<file path="config.mk">
export PLATFORM = sky130hd
export DESIGN_NAME = dmt_dual_timer
export DESIGN_NICKNAME = d
export VERILOG_FILES = /design/src/hdl/dmt_pkg.sv /design/src/hdl/dmt_dual_timer.sv
export SDC_FILE = /design/constraint.sdc
export NUM_CORES = 1
export LEC_CHECK = 0
export ABC_AREA = 1
export BUFFER_PORTS_ARGS = -buffer_cell sky130_fd_sc_hd__buf_2
export CAP_MARGIN = 30
export CELL_PAD_IN_SITES_DETAIL_PLACEMENT = 1
export CELL_PAD_IN_SITES_GLOBAL_PLACEMENT = 1
export CORE_MARGIN = 4
export CORE_UTILIZATION = 46
export DETAILED_ROUTE_END_ITERATION = 10
export PLACE_DENSITY_LB_ADDON = 0.15
export SYNTH_ARGS = -nofsm -noshare
export SYNTH_HDL_FRONTEND = slang
export SYNTH_SLANG_ARGS = --single-unit
export TNS_END_PERCENT = 50
</file>
<file path="constraint.sdc">
create_clock -name clock -period 4 [get_ports clock]
set_input_delay 0.4 -clock clock [delete_from_list [all_inputs] [get_ports clock]]
set_output_delay 0.4 -clock clock [all_outputs]
set_load 0.05 [all_outputs]
</file>
<file path="src/hdl/dmt_pkg.sv">
// Function
// RULE_01 - Two independent sixteen-bit down counters
// RULE_02 - Only first timer drives the output pin
// RULE_03 - Pins have programmable polarity and drive
// RULE_04 - Preset bytes read unless counter-read set
// RULE_05 - Software configures stopped, then sets run
// RULE_06 - Load presets, count down, act at zero
// RULE_07 - Three-bit field selects one of eight clocks
// RULE_08 - Code zero cascades second timer into first
// RULE_09 - Per-timer prescaler bounds start/hold error
// RULE_10 - Hold gates modes 0-2, triggers mode 3
// RULE_11 - Two-bit field selects one of four modes
// RULE_12 - Single pulse: low stopped, high on load
// RULE_13 - Single pulse stays high until zero
// RULE_14 - Single pulse zero interrupts, clears run
// RULE_15 - Hold bit or gate pin suspends counting
// RULE_16 - Timer clock synchronised, falling edge enables
package dmt_pkg;
  // Register indices; byte address is four times the index
  localparam logic [4:0] IDX_BANK_SELECT   = 5'h00;
  localparam logic [4:0] IDX_TIMER_A_CTL   = 5'h01;
  localparam logic [4:0] IDX_TIMER_B_CTL   = 5'h02;
  localparam logic [4:0] IDX_OUTPUT_CFG    = 5'h02;
  localparam logic [4:0] IDX_INT_ENABLE    = 5'h03;
  localparam logic [4:0] IDX_INT_STEER     = 5'h04;
  localparam logic [4:0] IDX_INT_STATUS    = 5'h05;
  localparam logic [4:0] IDX_PRESET_A_LOW  = 5'h0f;
  localparam logic [4:0] IDX_PRESET_A_HIGH = 5'h10;
  localparam logic [4:0] IDX_PRESET_B_LOW  = 5'h11;
  localparam logic [4:0] IDX_PRESET_B_HIGH = 5'h12;
  // Control register fields
  localparam int TIMER_RUN_BIT       = 0;
  localparam int COUNT_HOLD_GATE_BIT = 1;
  localparam int MODE_SELECT_LOW     = 2;
  localparam int CLOCK_SELECT_BIT0   = 4;
  localparam int COUNTER_READ_BIT    = 7;
  // Output configuration fields
  localparam int CFG_INTERRUPT_REQUEST_PIN_ACT_HIGH   = 0;
  localparam int CFG_INTERRUPT_REQUEST_PIN_PUSH_PULL  = 1;
  localparam int CFG_MFO_ACT_HIGH    = 2;
  localparam int CFG_MFO_PUSH_PULL   = 3;
  // Reset values
  localparam logic [7:0]  CTL_RESET    = 8'h00;
  localparam logic [7:0]  CFG_RESET    = 8'h0f;
  localparam logic [7:0]  MASK_RESET   = 8'h00;
  localparam logic [7:0]  STEER_RESET  = 8'h00;
  localparam logic [15:0] PRESET_RESET = 16'h0000;
  // Clock selections
  typedef enum logic [2:0] {
    DMT_SRC_CASCADE, DMT_SRC_XTAL, DMT_SRC_XTAL_DIV4, DMT_SRC_93US,
    DMT_SRC_1MS, DMT_SRC_10MS, DMT_SRC_100MS, DMT_SRC_1S
  } dmt_src_e;
  typedef enum logic [1:0] {
    DMT_SINGLE_PULSE, DMT_RATE_GEN, DMT_SQUARE_WAVE, DMT_ONE_SHOT
  } dmt_mode_e;
  // Derived time bases, in ns, and cycles at the 10 ns clock
  localparam longint CLOCK_PERIOD_NS = 10;
  localparam longint TB_93US_NS  = 93500;
  localparam longint TB_1MS_NS   = 1000000;
  localparam longint TB_10MS_NS  = 10000000;
  localparam longint TB_100MS_NS = 100000000;
  localparam longint TB_1S_NS    = 1000000000;
  localparam int TB_93US_CYC  = int'(TB_93US_NS / CLOCK_PERIOD_NS);
  localparam int TB_1MS_CYC   = int'(TB_1MS_NS / CLOCK_PERIOD_NS);
  localparam int TB_10MS_CYC  = int'(TB_10MS_NS / CLOCK_PERIOD_NS);
  localparam int TB_100MS_CYC = int'(TB_100MS_NS / CLOCK_PERIOD_NS);
  localparam int TB_1S_CYC    = int'(TB_1S_NS / CLOCK_PERIOD_NS);
  localparam int XTAL_DIVIDE  = 4;
endpackage

</file>
<file path="src/hdl/dmt_dual_timer.sv">
// Decided for this implementation: the APB slave port.
`timescale 1ns/1ps
`default_nettype none
module dmt_dual_timer
  import dmt_pkg::*;
#(
  parameter int T93US_CYC  = TB_93US_CYC,
  parameter int T1MS_CYC   = TB_1MS_CYC,
  parameter int T10MS_CYC  = TB_10MS_CYC,
  parameter int T100MS_CYC = TB_100MS_CYC,
  parameter int T1S_CYC    = TB_1S_CYC
)
(
  input  wire logic        clock,
  input  wire logic        rst_n,
  input  wire logic        clockEnable,
  input  wire logic        psel,
  input  wire logic        penable,
  input  wire logic        pwrite,
  input  wire logic [7:0]  paddr,
  input  wire logic [31:0] pwdata,
  output logic      [31:0] prdata,
  output logic             pready,
  output logic             pslverr,
  input  wire logic        crystalClock,
  input  wire logic        externalClock,
  input  wire logic        gatePinA,
  input  wire logic        gatePinB,
  output logic             multifunctionOutputPinOut,
  output logic             multifunctionOutputPinOe,
  output logic             interruptRequestPinOut,
  output logic             interruptRequestPinOe
);
  // Per-timer state, index 0 is the first timer
  logic [7:0]  ctl_r    [2];     // Control registers
  logic [15:0] preset_r [2];     // Preset bytes
  logic [15:0] cnt_r    [2];     // Down counters
  logic [15:0] latch_r  [2];     // Counter snapshot for reads
  logic [26:0] div_r    [2];     // Derived time base prescalers
  logic [1:0]  q4_r     [2];     // Crystal quarter prescalers
  logic [1:0]  outQ_r;           // Timer outputs
  logic [1:0]  loaded_r;         // Counter holds a loaded value
  logic [1:0]  pend_r;           // One-shot reload pending
  logic [1:0]  trig_r;           // Previous trigger level
  logic [1:0]  tick;             // Count enables
  logic [1:0]  zeroEv;           // Zero events
  logic [1:0]  hold;             // Suspension request
  logic [1:0]  wrCtl;            // Control write strobes
  logic [1:0]  rdLowDone;        // Low preset byte read completed
  // Register bank and interrupts
  logic        bank_r;           // Selects second block at shared index
  logic [7:0]  cfg_r;            // Output configuration
  logic [7:0]  mask_r;           // Interrupt enables
  logic [7:0]  steer_r;          // Interrupt steering to output pin
  logic [1:0]  status_r;         // Sticky zero flags
  // Synchronisers; the first stage feeds only the second
  logic [1:0]  xtalSync_r;
  logic        xtalPrev_r;
  logic [1:0]  extSync_r;
  logic        extPrev_r;
  logic        xtalFall;
  logic        extFall;
  logic [1:0]  outPrev_r;        // For cascade edge detection
  // Bus decode
  logic [4:0]  idx;
  logic        setup;
  logic        done;
  logic        mapped;
  logic [7:0]  rdByte;
  logic        intLevel;
  logic        mfoLevel;

  assign idx   = paddr[6:2];
  assign setup = psel & ~penable;
  assign done  = psel & penable & pready;

  // Crystal and external clock sync, falling edge as enable
  // RULE_16 two-stage sync
  always_ff @(posedge clock)
  begin
    if (!rst_n)
    begin
      xtalSync_r <= 2'h0;
      xtalPrev_r <= 1'b0;
      extSync_r  <= 2'h0;
      extPrev_r  <= 1'b0;
      outPrev_r  <= 2'h0;
    end
    else if (clockEnable)
    begin
      xtalSync_r <= {xtalSync_r[0], crystalClock};
      xtalPrev_r <= xtalSync_r[1];
      extSync_r  <= {extSync_r[0], externalClock};
      extPrev_r  <= extSync_r[1];
      outPrev_r  <= outQ_r;
    end
  end

  // Edge detectors read only the second stage
  assign xtalFall = xtalPrev_r & ~xtalSync_r[1];
  assign extFall  = extPrev_r & ~extSync_r[1];

  // Period of the derived sources in cycles
  function automatic logic [26:0] periodOf(input logic [2:0] sel);
    unique case (dmt_src_e'(sel))
      DMT_SRC_93US:  periodOf = 27'(T93US_CYC);
      DMT_SRC_1MS:   periodOf = 27'(T1MS_CYC);
      DMT_SRC_10MS:  periodOf = 27'(T10MS_CYC);
      DMT_SRC_100MS: periodOf = 27'(T100MS_CYC);
      default:       periodOf = 27'(T1S_CYC);
    endcase
  endfunction

  for (genvar t = 0; t < 2; t++)
  begin : g_tmr
    logic [2:0] sel;
    logic [1:0] mode;
    logic       run;
    logic       srcPulse;
    logic       divEnable;
    logic       doLoad;
    logic       trigRise;
    logic [7:0] lowIdx;

    assign sel  = ctl_r[t][CLOCK_SELECT_BIT0 +: 3];
    assign mode = ctl_r[t][MODE_SELECT_LOW +: 2];
    assign run  = ctl_r[t][TIMER_RUN_BIT];
    assign lowIdx = 8'(IDX_PRESET_A_LOW) + 8'(2 * t);
    // RULE_15 software hold or hardware gate
    assign hold[t] = ctl_r[t][COUNT_HOLD_GATE_BIT] | (t == 0 ? gatePinA : gatePinB);
    assign trigRise = hold[t] & ~trig_r[t];
    // RULE_10 hold only suspends modes 0 to 2
    assign divEnable = run & (~hold[t] | (mode == DMT_ONE_SHOT));

    // RULE_07 clock selection
    always_comb
    begin
      unique case (dmt_src_e'(sel))
        // RULE_08 first timer cascades from the second; the second takes the external clock
        DMT_SRC_CASCADE:   srcPulse = (t == 0) ? (outPrev_r[1] & ~outQ_r[1]) : extFall;
        DMT_SRC_XTAL:      srcPulse = xtalFall;
        DMT_SRC_XTAL_DIV4: srcPulse = xtalFall & (q4_r[t] == 2'(XTAL_DIVIDE - 1));
        default:           srcPulse = (div_r[t] == periodOf(sel) - 27'd1);
      endcase
    end

    // RULE_09 prescaler restarts at start, so error stays below a period
    always_ff @(posedge clock)
    begin
      if (!rst_n)
      begin
        div_r[t] <= 27'h0;
        q4_r[t]  <= 2'h0;
      end
      else if (clockEnable)
      begin
        if (!run)
        begin
          div_r[t] <= 27'h0;
          q4_r[t]  <= 2'h0;
        end
        else if (divEnable)
        begin
          div_r[t] <= (div_r[t] == periodOf(sel) - 27'd1) ? 27'h0 : div_r[t] + 27'd1;
          if (xtalFall)
            q4_r[t] <= q4_r[t] + 2'd1;
        end
      end
    end

    // One-shot counts only while its pulse is live
    assign tick[t] = srcPulse & divEnable
                   & ((mode != DMT_ONE_SHOT) | pend_r[t] | outQ_r[t]);
    assign doLoad  = ~loaded_r[t] | pend_r[t];
    // RULE_11 per-mode zero detection
    always_comb
    begin
      unique case (dmt_mode_e'(mode))
        DMT_RATE_GEN:    zeroEv[t] = tick[t] & ~doLoad & (cnt_r[t] == 16'h1);
        DMT_SQUARE_WAVE: zeroEv[t] = tick[t] & ~doLoad & (cnt_r[t] == 16'h0) & outQ_r[t];
        default:         zeroEv[t] = tick[t] & ~doLoad & (cnt_r[t] <= 16'h1);
      endcase
    end

    assign wrCtl[t]     = done & pwrite & ~bank_r
                        & (idx == (t == 0 ? IDX_TIMER_A_CTL : IDX_TIMER_B_CTL));
    assign rdLowDone[t] = done & ~pwrite & (idx == lowIdx[4:0]);

    // Control register; a software write wins over hardware clears
    always_ff @(posedge clock)
    begin
      if (!rst_n)
      begin
        ctl_r[t]   <= CTL_RESET;
        latch_r[t] <= 16'h0;
      end
      else if (clockEnable)
      begin
        if (wrCtl[t])
        begin
          ctl_r[t] <= pwdata[7:0];
          // RULE_04 snapshot the live count
          if (pwdata[COUNTER_READ_BIT])
            latch_r[t] <= cnt_r[t];
        end
        else
        begin
          // RULE_14 single pulse stops itself
          if (zeroEv[t] && mode == DMT_SINGLE_PULSE)
            ctl_r[t][TIMER_RUN_BIT] <= 1'b0;
          // Reading the low byte ends counter-read
          if (rdLowDone[t])
            ctl_r[t][COUNTER_READ_BIT] <= 1'b0;
        end
      end
    end

    // RULE_01 sixteen-bit down counter and output
    always_ff @(posedge clock)
    begin
      if (!rst_n)
      begin
        cnt_r[t]    <= 16'h0;
        outQ_r[t]   <= 1'b0;
        loaded_r[t] <= 1'b0;
        pend_r[t]   <= 1'b0;
        trig_r[t]   <= 1'b0;
      end
      else if (clockEnable)
      begin
        trig_r[t] <= hold[t];
        // RULE_12 stopped timer holds its output low
        if (!run)
        begin
          outQ_r[t]   <= 1'b0;
          loaded_r[t] <= 1'b0;
          pend_r[t]   <= 1'b0;
        end
        else
        begin
          // Trigger raises the one-shot at once, reload follows
          if (mode == DMT_ONE_SHOT && trigRise)
          begin
            outQ_r[t] <= 1'b1;
            pend_r[t] <= 1'b1;
          end
          if (tick[t])
          begin
            // RULE_06 load both preset bytes
            if (doLoad)
            begin
              cnt_r[t]    <= preset_r[t];
              loaded_r[t] <= 1'b1;
              pend_r[t]   <= 1'b0;
              outQ_r[t]   <= 1'b1;
            end
            else if (mode == DMT_SQUARE_WAVE && cnt_r[t] == 16'h0)
            begin
              cnt_r[t]  <= preset_r[t];
              outQ_r[t] <= ~outQ_r[t];
            end
            else if (mode == DMT_RATE_GEN && cnt_r[t] == 16'h0)
            begin
              cnt_r[t]  <= preset_r[t];
              outQ_r[t] <= 1'b1;
            end
            // RULE_13 output falls on reaching zero
            else if (zeroEv[t])
            begin
              cnt_r[t]  <= 16'h0;
              outQ_r[t] <= 1'b0;
            end
            else if (cnt_r[t] != 16'h0)
              cnt_r[t] <= cnt_r[t] - 16'd1;
          end
        end
      end
    end

    // Mode 0 zero clears the run bit next cycle
    // RULE_14 run self-clears
    chk_single_stop: assert property (@(posedge clock) disable iff (!rst_n)  // RULE_14
      clockEnable && zeroEv[t] && mode == DMT_SINGLE_PULSE && !wrCtl[t]
      |=> !ctl_r[t][TIMER_RUN_BIT])
      else $error("single pulse run bit not cleared");
    // RULE_12
    chk_load_high: assert property (@(posedge clock) disable iff (!rst_n)  // RULE_12
      clockEnable && tick[t] && doLoad && run
      |=> outQ_r[t] && cnt_r[t] == $past(preset_r[t]))
      else $error("load did not raise output with preset");
    // RULE_15
    chk_hold_freeze: assert property (@(posedge clock) disable iff (!rst_n)  // RULE_15
      hold[t] && mode != DMT_ONE_SHOT && run && !wrCtl[t]
      |=> $stable(cnt_r[t]))
      else $error("counter moved while held");
    // RULE_16
    chk_xtal_edge: assert property (@(posedge clock) disable iff (!rst_n)  // RULE_16
      tick[t] && sel == DMT_SRC_XTAL |-> $past(xtalSync_r[1]) && !xtalSync_r[1])
      else $error("crystal tick without falling edge");
    // RULE_04
    chk_read_latch: assert property (@(posedge clock) disable iff (!rst_n)  // RULE_04
      clockEnable && wrCtl[t] && pwdata[COUNTER_READ_BIT]
      |=> latch_r[t] == $past(cnt_r[t]) && ctl_r[t][COUNTER_READ_BIT])
      else $error("counter snapshot wrong");
    cov_pulse_done: cover property (@(posedge clock) disable iff (!rst_n)
      zeroEv[t] && mode == DMT_SINGLE_PULSE);
    cov_retrigger: cover property (@(posedge clock) disable iff (!rst_n)
      mode == DMT_ONE_SHOT && trigRise && outQ_r[t]);
  end

  // RULE_08
  chk_cascade_src: assert property (@(posedge clock) disable iff (!rst_n)  // RULE_08
    tick[0] && ctl_r[0][CLOCK_SELECT_BIT0 +: 3] == 3'(DMT_SRC_CASCADE)
    |-> $past(outQ_r[1]) && !outQ_r[1])
    else $error("cascade tick without second timer fall");
  cov_cascade: cover property (@(posedge clock) disable iff (!rst_n)
    tick[0] && ctl_r[0][CLOCK_SELECT_BIT0 +: 3] == 3'(DMT_SRC_CASCADE));

  // Preset, bank, configuration and steering registers
  // RULE_05 presets are plain storage, usable while stopped
  always_ff @(posedge clock)
  begin
    if (!rst_n)
    begin
      preset_r[0] <= PRESET_RESET;
      preset_r[1] <= PRESET_RESET;
      bank_r      <= 1'b0;
      cfg_r       <= CFG_RESET;
      mask_r      <= MASK_RESET;
      steer_r     <= STEER_RESET;
    end
    else if (clockEnable && done && pwrite)
    begin
      unique case (idx)
        IDX_BANK_SELECT:   bank_r <= pwdata[0];
        IDX_PRESET_A_LOW:  preset_r[0][7:0]  <= pwdata[7:0];
        IDX_PRESET_A_HIGH: preset_r[0][15:8] <= pwdata[7:0];
        IDX_PRESET_B_LOW:  preset_r[1][7:0]  <= pwdata[7:0];
        IDX_PRESET_B_HIGH: preset_r[1][15:8] <= pwdata[7:0];
        IDX_OUTPUT_CFG:    if (bank_r) cfg_r <= pwdata[7:0];
        IDX_INT_ENABLE:    if (bank_r) mask_r <= pwdata[7:0];
        IDX_INT_STEER:     if (!bank_r) steer_r <= pwdata[7:0];
        default:           ;
      endcase
    end
  end

  // Sticky zero flags, write one to clear, a new event wins
  // RULE_06 zero sets the interrupt flag
  always_ff @(posedge clock)
  begin
    if (!rst_n)
      status_r <= 2'h0;
    else if (clockEnable)
    begin
      if (done && pwrite && idx == IDX_INT_STATUS)
        status_r <= (status_r & ~pwdata[1:0]) | zeroEv;
      else
        status_r <= status_r | zeroEv;
    end
  end

  chk_zero_flag: assert property (@(posedge clock) disable iff (!rst_n)  // RULE_06
    clockEnable && |zeroEv |=> (status_r & $past(zeroEv)) == $past(zeroEv))
    else $error("zero event lost");

  // Read mux; unmapped indices answer with an error
  always_comb
  begin
    mapped = 1'b1;
    rdByte = 8'h00;
    unique case (idx)
      IDX_BANK_SELECT:   rdByte = {7'h00, bank_r};
      IDX_TIMER_A_CTL:   rdByte = bank_r ? 8'h00 : ctl_r[0];
      IDX_OUTPUT_CFG:    rdByte = bank_r ? cfg_r : ctl_r[1];
      IDX_INT_ENABLE:    rdByte = mask_r;
      IDX_INT_STEER:     rdByte = steer_r;
      IDX_INT_STATUS:    rdByte = {6'h00, status_r};
      // RULE_04 latched count snapshot only while counter-read is set
      IDX_PRESET_A_LOW:  rdByte = ctl_r[0][COUNTER_READ_BIT] ? latch_r[0][7:0] : preset_r[0][7:0];
      IDX_PRESET_A_HIGH: rdByte = ctl_r[0][COUNTER_READ_BIT] ? latch_r[0][15:8] : preset_r[0][15:8];
      IDX_PRESET_B_LOW:  rdByte = ctl_r[1][COUNTER_READ_BIT] ? latch_r[1][7:0] : preset_r[1][7:0];
      IDX_PRESET_B_HIGH: rdByte = ctl_r[1][COUNTER_READ_BIT] ? latch_r[1][15:8] : preset_r[1][15:8];
      default:           mapped = 1'b0;
    endcase
    if ((idx == IDX_TIMER_A_CTL && bank_r) || (idx == IDX_INT_ENABLE && !bank_r)
        || (idx == IDX_INT_STEER && bank_r))
      mapped = 1'b0;
  end

  // APB slave: one wait state, read data captured in setup
  always_ff @(posedge clock)
  begin
    if (!rst_n)
    begin
      pready  <= 1'b0;
      pslverr <= 1'b0;
      prdata  <= 32'h0;
    end
    else if (clockEnable)
    begin
      pready  <= psel & penable & ~pready;
      pslverr <= psel & penable & ~pready & ~mapped;
      if (setup)
        prdata <= (mapped && !pwrite) ? {24'h000000, rdByte} : 32'h0;
    end
  end

  chk_apb_ready: assert property (@(posedge clock) disable iff (!rst_n)
    clockEnable && psel && penable && !pready |=> pready ##1 !pready)
    else $error("apb ready not a single-cycle answer");
  cov_apb_read: cover property (@(posedge clock) disable iff (!rst_n)
    done && !pwrite && ctl_r[0][COUNTER_READ_BIT]);

  // Steered interrupts appear on the multifunction pin instead
  assign intLevel = |(status_r & mask_r[1:0] & ~steer_r[1:0]);
  // RULE_02 only the first timer's output reaches the pin
  assign mfoLevel = |(status_r & mask_r[1:0] & steer_r[1:0]) | outQ_r[0];

  // RULE_03 polarity and drive; open drain only ever pulls low
  always_ff @(posedge clock)
  begin
    if (!rst_n)
    begin
      interruptRequestPinOut    <= 1'b0;
      interruptRequestPinOe     <= 1'b0;
      multifunctionOutputPinOut <= 1'b0;
      multifunctionOutputPinOe  <= 1'b0;
    end
    else if (clockEnable)
    begin
      interruptRequestPinOut <= cfg_r[CFG_INTERRUPT_REQUEST_PIN_PUSH_PULL]
                              & ~(intLevel ^ cfg_r[CFG_INTERRUPT_REQUEST_PIN_ACT_HIGH]);
      interruptRequestPinOe  <= cfg_r[CFG_INTERRUPT_REQUEST_PIN_PUSH_PULL]
                              | (intLevel ^ cfg_r[CFG_INTERRUPT_REQUEST_PIN_ACT_HIGH]);
      multifunctionOutputPinOut <= cfg_r[CFG_MFO_PUSH_PULL]
                                 & ~(mfoLevel ^ cfg_r[CFG_MFO_ACT_HIGH]);
      multifunctionOutputPinOe  <= cfg_r[CFG_MFO_PUSH_PULL]
                                 | (mfoLevel ^ cfg_r[CFG_MFO_ACT_HIGH]);
    end
  end

  // RULE_03
  chk_mfo_drive: assert property (@(posedge clock) disable iff (!rst_n)  // RULE_03
    clockEnable && cfg_r[CFG_MFO_PUSH_PULL] && cfg_r[CFG_MFO_ACT_HIGH]
    |=> multifunctionOutputPinOe && multifunctionOutputPinOut == $past(mfoLevel))
    else $error("push-pull output pin wrong");
endmodule
`default_nettype wire

</file>
==> results by stage <==
Job:
- The tool flagged a number of max-cap violations equal to 0.

Yosys:
- The post-synthesis share of cell area spent on full adders, half adders and majority gates is between 1 and 1.5%.
- The average instance area after synthesis is about 8 um2.
- The simple-gate share of the synthesized area is around a quarter.
- The synthesized flop and latch total is ~230.
- Summing the areas of all compound-gate instances in the mapped netlist gives 11.6% of the synthesized area.
- The multiplexer area fraction after synthesis is less than 1%.
- Of the total synthesized cell area, the portion taken by XOR and XNOR cells is under 10%.
- The Yosys step of the flow raised 0 warnings.
- The share of the yosys chip area belonging to registers is around half.
- The unique cell type count in the Yosys netlist is 57.
- The synthesized cell area is 12,700 um2.
- In the synthesized netlist, the number of instances is 1,585.
- The dominant combinational cell family by area after synthesis is simple AND/OR/NAND/NOR gates.

Critical path:
- The peak per-stage delay on the critical path is ~0.53 ns.
- In this run the critical register-to-register path is launched from ctl_r[1][4].
- The critical path in this run is classified as reg2reg.
- Data on the critical path is required at its endpoint by between 4 and 5 ns.
- The worst endpoint data arrival time is ~3.8 ns.
- The worst setup slack for register-to-register paths is ~0.54 ns.
- The critical path goes through nor2_1 > nand2_1 > ha_1 > inv_1 > nand2_1 > nand3_1 > nor2_1 > nand2_1 > nor2_1 > nand2_1 > nor2_2 > nand3_2 > nand2_2 > nand2_4 > nor2_8 > buf_4 > nand4_4 > a21oi_1 > nor2_1.
- The worst-case reg-to-reg path depth is 19.
- The largest fanout on the critical path is 17.
- In this run the critical register-to-register path is captured at cnt_r[1][1].
- The startpoint of the most critical setup path is ctl_r[1][4].
- The endpoint kind of the worst setup timing path is a register.
- The slowest stage cell on the critical path is sky130_fd_sc_hd__edfxtp_1.
- STA classifies the critical path startpoint as a register.

Global route:
- The via count of the first global-routing pass is about 11,000.
- The overall track demand over capacity in global routing is 24.3%.
- The pin count of the biggest net entering global routing is around 50.
- The wire length of the first global-routing pass is 60,300 um.
- The number of antenna violations at the first check in global routing is 0.
- The final global-route overflow total is 0.

Final layout:
- Relative to the synthesized area, the layout overhead comes to 11.5%.
- The commonest non-fill, non-tap cell in the layout is sky130_fd_sc_hd__nand2_1.
- The fraction of layout cells with a size suffix above 1 is roughly 8.5%.
- The layout has 3,294 filler cells.
- The finished layout holds 2,023 standard cells, fillers aside.
- In the final layout, the multi-input gates occupy around 5500 um2.
- The number of antenna diodes in the final layout is 0.
- Summing all flip-flop and latch instances after layout gives between 6000 and 7000 um2.
- The net count of the finished layout is ~1,700.
- In the layout the commonest cells are sky130_fd_sc_hd__nand2_1 (339), sky130_fd_sc_hd__nor2_1 (242), sky130_fd_sc_hd__inv_1 (191).

Hold path:
- The capture endpoint of the worst hold path is xtalSync_r[0].
- The depth of the worst hold-timing path is 3.
- The origin of the worst min-delay path is crystalClock.
- The worst hold path belongs to the class in2reg.

STA:
- The worst path in the final design needs a cycle of roughly 3.5 ns, including I/O delays and setup.
- The measured slew at the worst slew-check pin is 0.907 ns.
- The final clock skew is 0.0194 ns.
- The setup total negative slack is 0 ns.
- Setup repair after global routing left no endpoint under its margin.
- The worst slew margin relative to its limit is a little under two fifths.
- The period utilization is 86.5%.
- Derived from the worst setup path, the maximum achievable clock frequency is roughly 0.29 GHz.
- The number of pins exceeding their max-slew limit in the final report is 0.
- The minimum hold slack is about 0.11 ns.
- The number of endpoints with negative hold slack in the final report is 0.
- Setup violations remaining at the end of the flow were counted as 0.

Place:
- The detailed-placement wirelength estimate is ~28,000 um.
- The placed cell count is just under 2,000.
- The number of buffer cells added on primary ports is 36.
- At the end of routability-driven placement, the weighted congestion stood at 0.901.

Floorplan:
- From left edge to right edge, the die measures 174 um.
- The count of pins on the block boundary is 88.
- After floorplanning, the core was divided into 60 placement rows.
- The height of the die is about 170 um.
- The initial utilization of the core area, before any placement, comes to 47.0%.
- The die covers about 30,000 um2.
- The core region is between 20,000 and 30,000 um2.

Detailed routing:
- The final routed wirelength across all metal layers is around 37,000 um.
- In the final routed layout, each cell accounts on average for ~19 um.
- The iteration count of the initial detailed-routing pass is 5.
- The iteration-0 DRC count of the detailed router is around 960.
- In the routed design, unresolved DRC markers number 0.
- The routed layout has 11,000 vias.
- Using the TritonRoute via totals, the vias-per-cell ratio works out to 5.44.
- Once detail routing completed, the nets flagged for antenna violations numbered 0.

Clock network:
- Clock tree synthesis selected as its root buffer the cell sky130_fd_sc_hd__clkbuf_16.
- The count of H-tree levels built during CTS is 1.
- Counting the buffers created by CTS gives 27.
- The clock-pin slew on the worst setup and hold paths is 0.06 ns.
- Buffers inserted to repair hold after CTS numbered 0.
- The later pin in the worst-skew pair is clocked with a latency of 0.55 ns.
- The clock drives approximately 230 sinks.
- TritonCTS built the clock tree.
- The longest clock path from root to sink contains 3 buffers.
- The number of instances resized during post-cts repair is 0.
- Once the clock tree was built, the setup fixing pass inserted 0 buffers.

Pwr:
- The analysis attributes to cell leakage a power of about 5.7 nW.
- The power density of the placed cells is between 300 and 400 nW/um2.
- The largest vdd supply drop is 0.348 mV.

Run status:
- The run finished with clean final reports.
## cells by family after synthesis
group / count (synthesis)
and+or+nand+nor: 777
buffers and inverters: 266
AOI/OAI and AO/OA: 261
DFF: 226
xor gates and xnor gates: 40
adders and majority gates: 12
muxes: 2
other: 1
## final cells by class
cell class / instances / area share [%]
Clock buffer: 33 / 5.43
Clock inverter: 17 / 1.21
Inverter: 201 / 5.35
Multi-Input combinational cell: 1116 / 38.5
Sequential cell: 226 / 43.8
Tap cell: 372 / 3.28
Timing Repair Buffer: 58 / 2.43
## stage by stage
stage / setup slack [ns] / utilization (%) / cell area [um2] / power (mW)
floorplan: 0.514 / - / 12800 / 3.01
global placement: 0.634 / 48.9 / 13300 / 3.13
detailed placement: 0.566 / 48.9 / 13300 / 3.14
CTS: 0.559 / 52.4 / 14200 / 5.73
global route: 0.192 / 52.4 / 14200 / 5.89
finish: 0.539 / 52.4 / 14200 / 5.68
## synth_stat cells, drive strengths merged
master	count	area (um2)
ha	12	150
o21bai	2	15.0
nor2	249	971
nand3	73	395
o21ai	90	462
xor2	38	333
nor3	44	220
o31ai	3	22.5
or2	4	25.0
nand2	345	1320
nand4	29	211
buf	36	267
a22oi	3	22.5
inv	197	739
a31oi	6	37.5
mux2i	2	20.0
dfxtp	56	1120
nor3b	12	90.1
xnor2	2	17.5
a2111oi	2	17.5
clkbuf	29	109
o32ai	3	26.3
a211oi	3	22.5
a21oi	111	563
a311oi	1	8.76
o221ai	3	26.3
conb	1	3.75
edfxtp	170	5100
o41ai	1	8.76
o21a	2	15.0
o2111ai	5	43.8
or4	1	7.51
clkinv	4	20.0
nor4	15	93.8
a311o	1	10.0
nand3b	5	37.5
o22ai	13	81.3
a21boi	2	18.8
o211ai	7	52.6
a221oi	3	26.3
## worst max-delay path by stage
stage | end | slack (ns) | cells past startpoint
global route | cnt_r[0][10] | 0.19 | 20
CTS | cnt_r[1][7] | 0.56 | 19
global placement | cnt_r[1][3] | 0.63 | 19
floorplan | cnt_r[0][0] | 0.51 | 15
detailed placement | cnt_r[1][13] | 0.57 | 19
finish | cnt_r[1][1] | 0.54 | 19
## power breakdown
group | internal, mW | switching, mW | total, mW
logic | 0.103 | 0.316 | 0.419
registers | 2.60 | 0.0769 | 2.68
clock network | 1.56 | 1.01 | 2.58
total | 4.27 | 1.41 | 5.68
## metal layers
layer | GRT usage [%] | vias to the layer above | wire length (um)
met3 | 3.22 | 58 | 1680
met2 | 41.5 | 242 | 18000
met1 | 32.7 | 5349 | 16700
met5 | 0 | - | 0
met4 | 6.30 | 0 | 1030
li1 | - | 5354 | -
## critical path, delay by kind of cell, from the launching register on
family                     cells  cell delay (ns)
AOI/OAI and AO/OA              1             0.26
adders and majority gates      1             0.33
buffers and inverters          2             0.27
DFF                            1             0.53
and+or+nand+nor               15             1.83
## sequential cells by signal, summed over array words and instances (netlist names), 8 cells and up
signal,count
latch_r,32
cfg_r,8
div_r,54
prdata,8
cnt_r,32
preset_r,32
ctl_r,16
steer_r,8
mask_r,8
No activity file was read; power rests on OpenSTA's default activity.
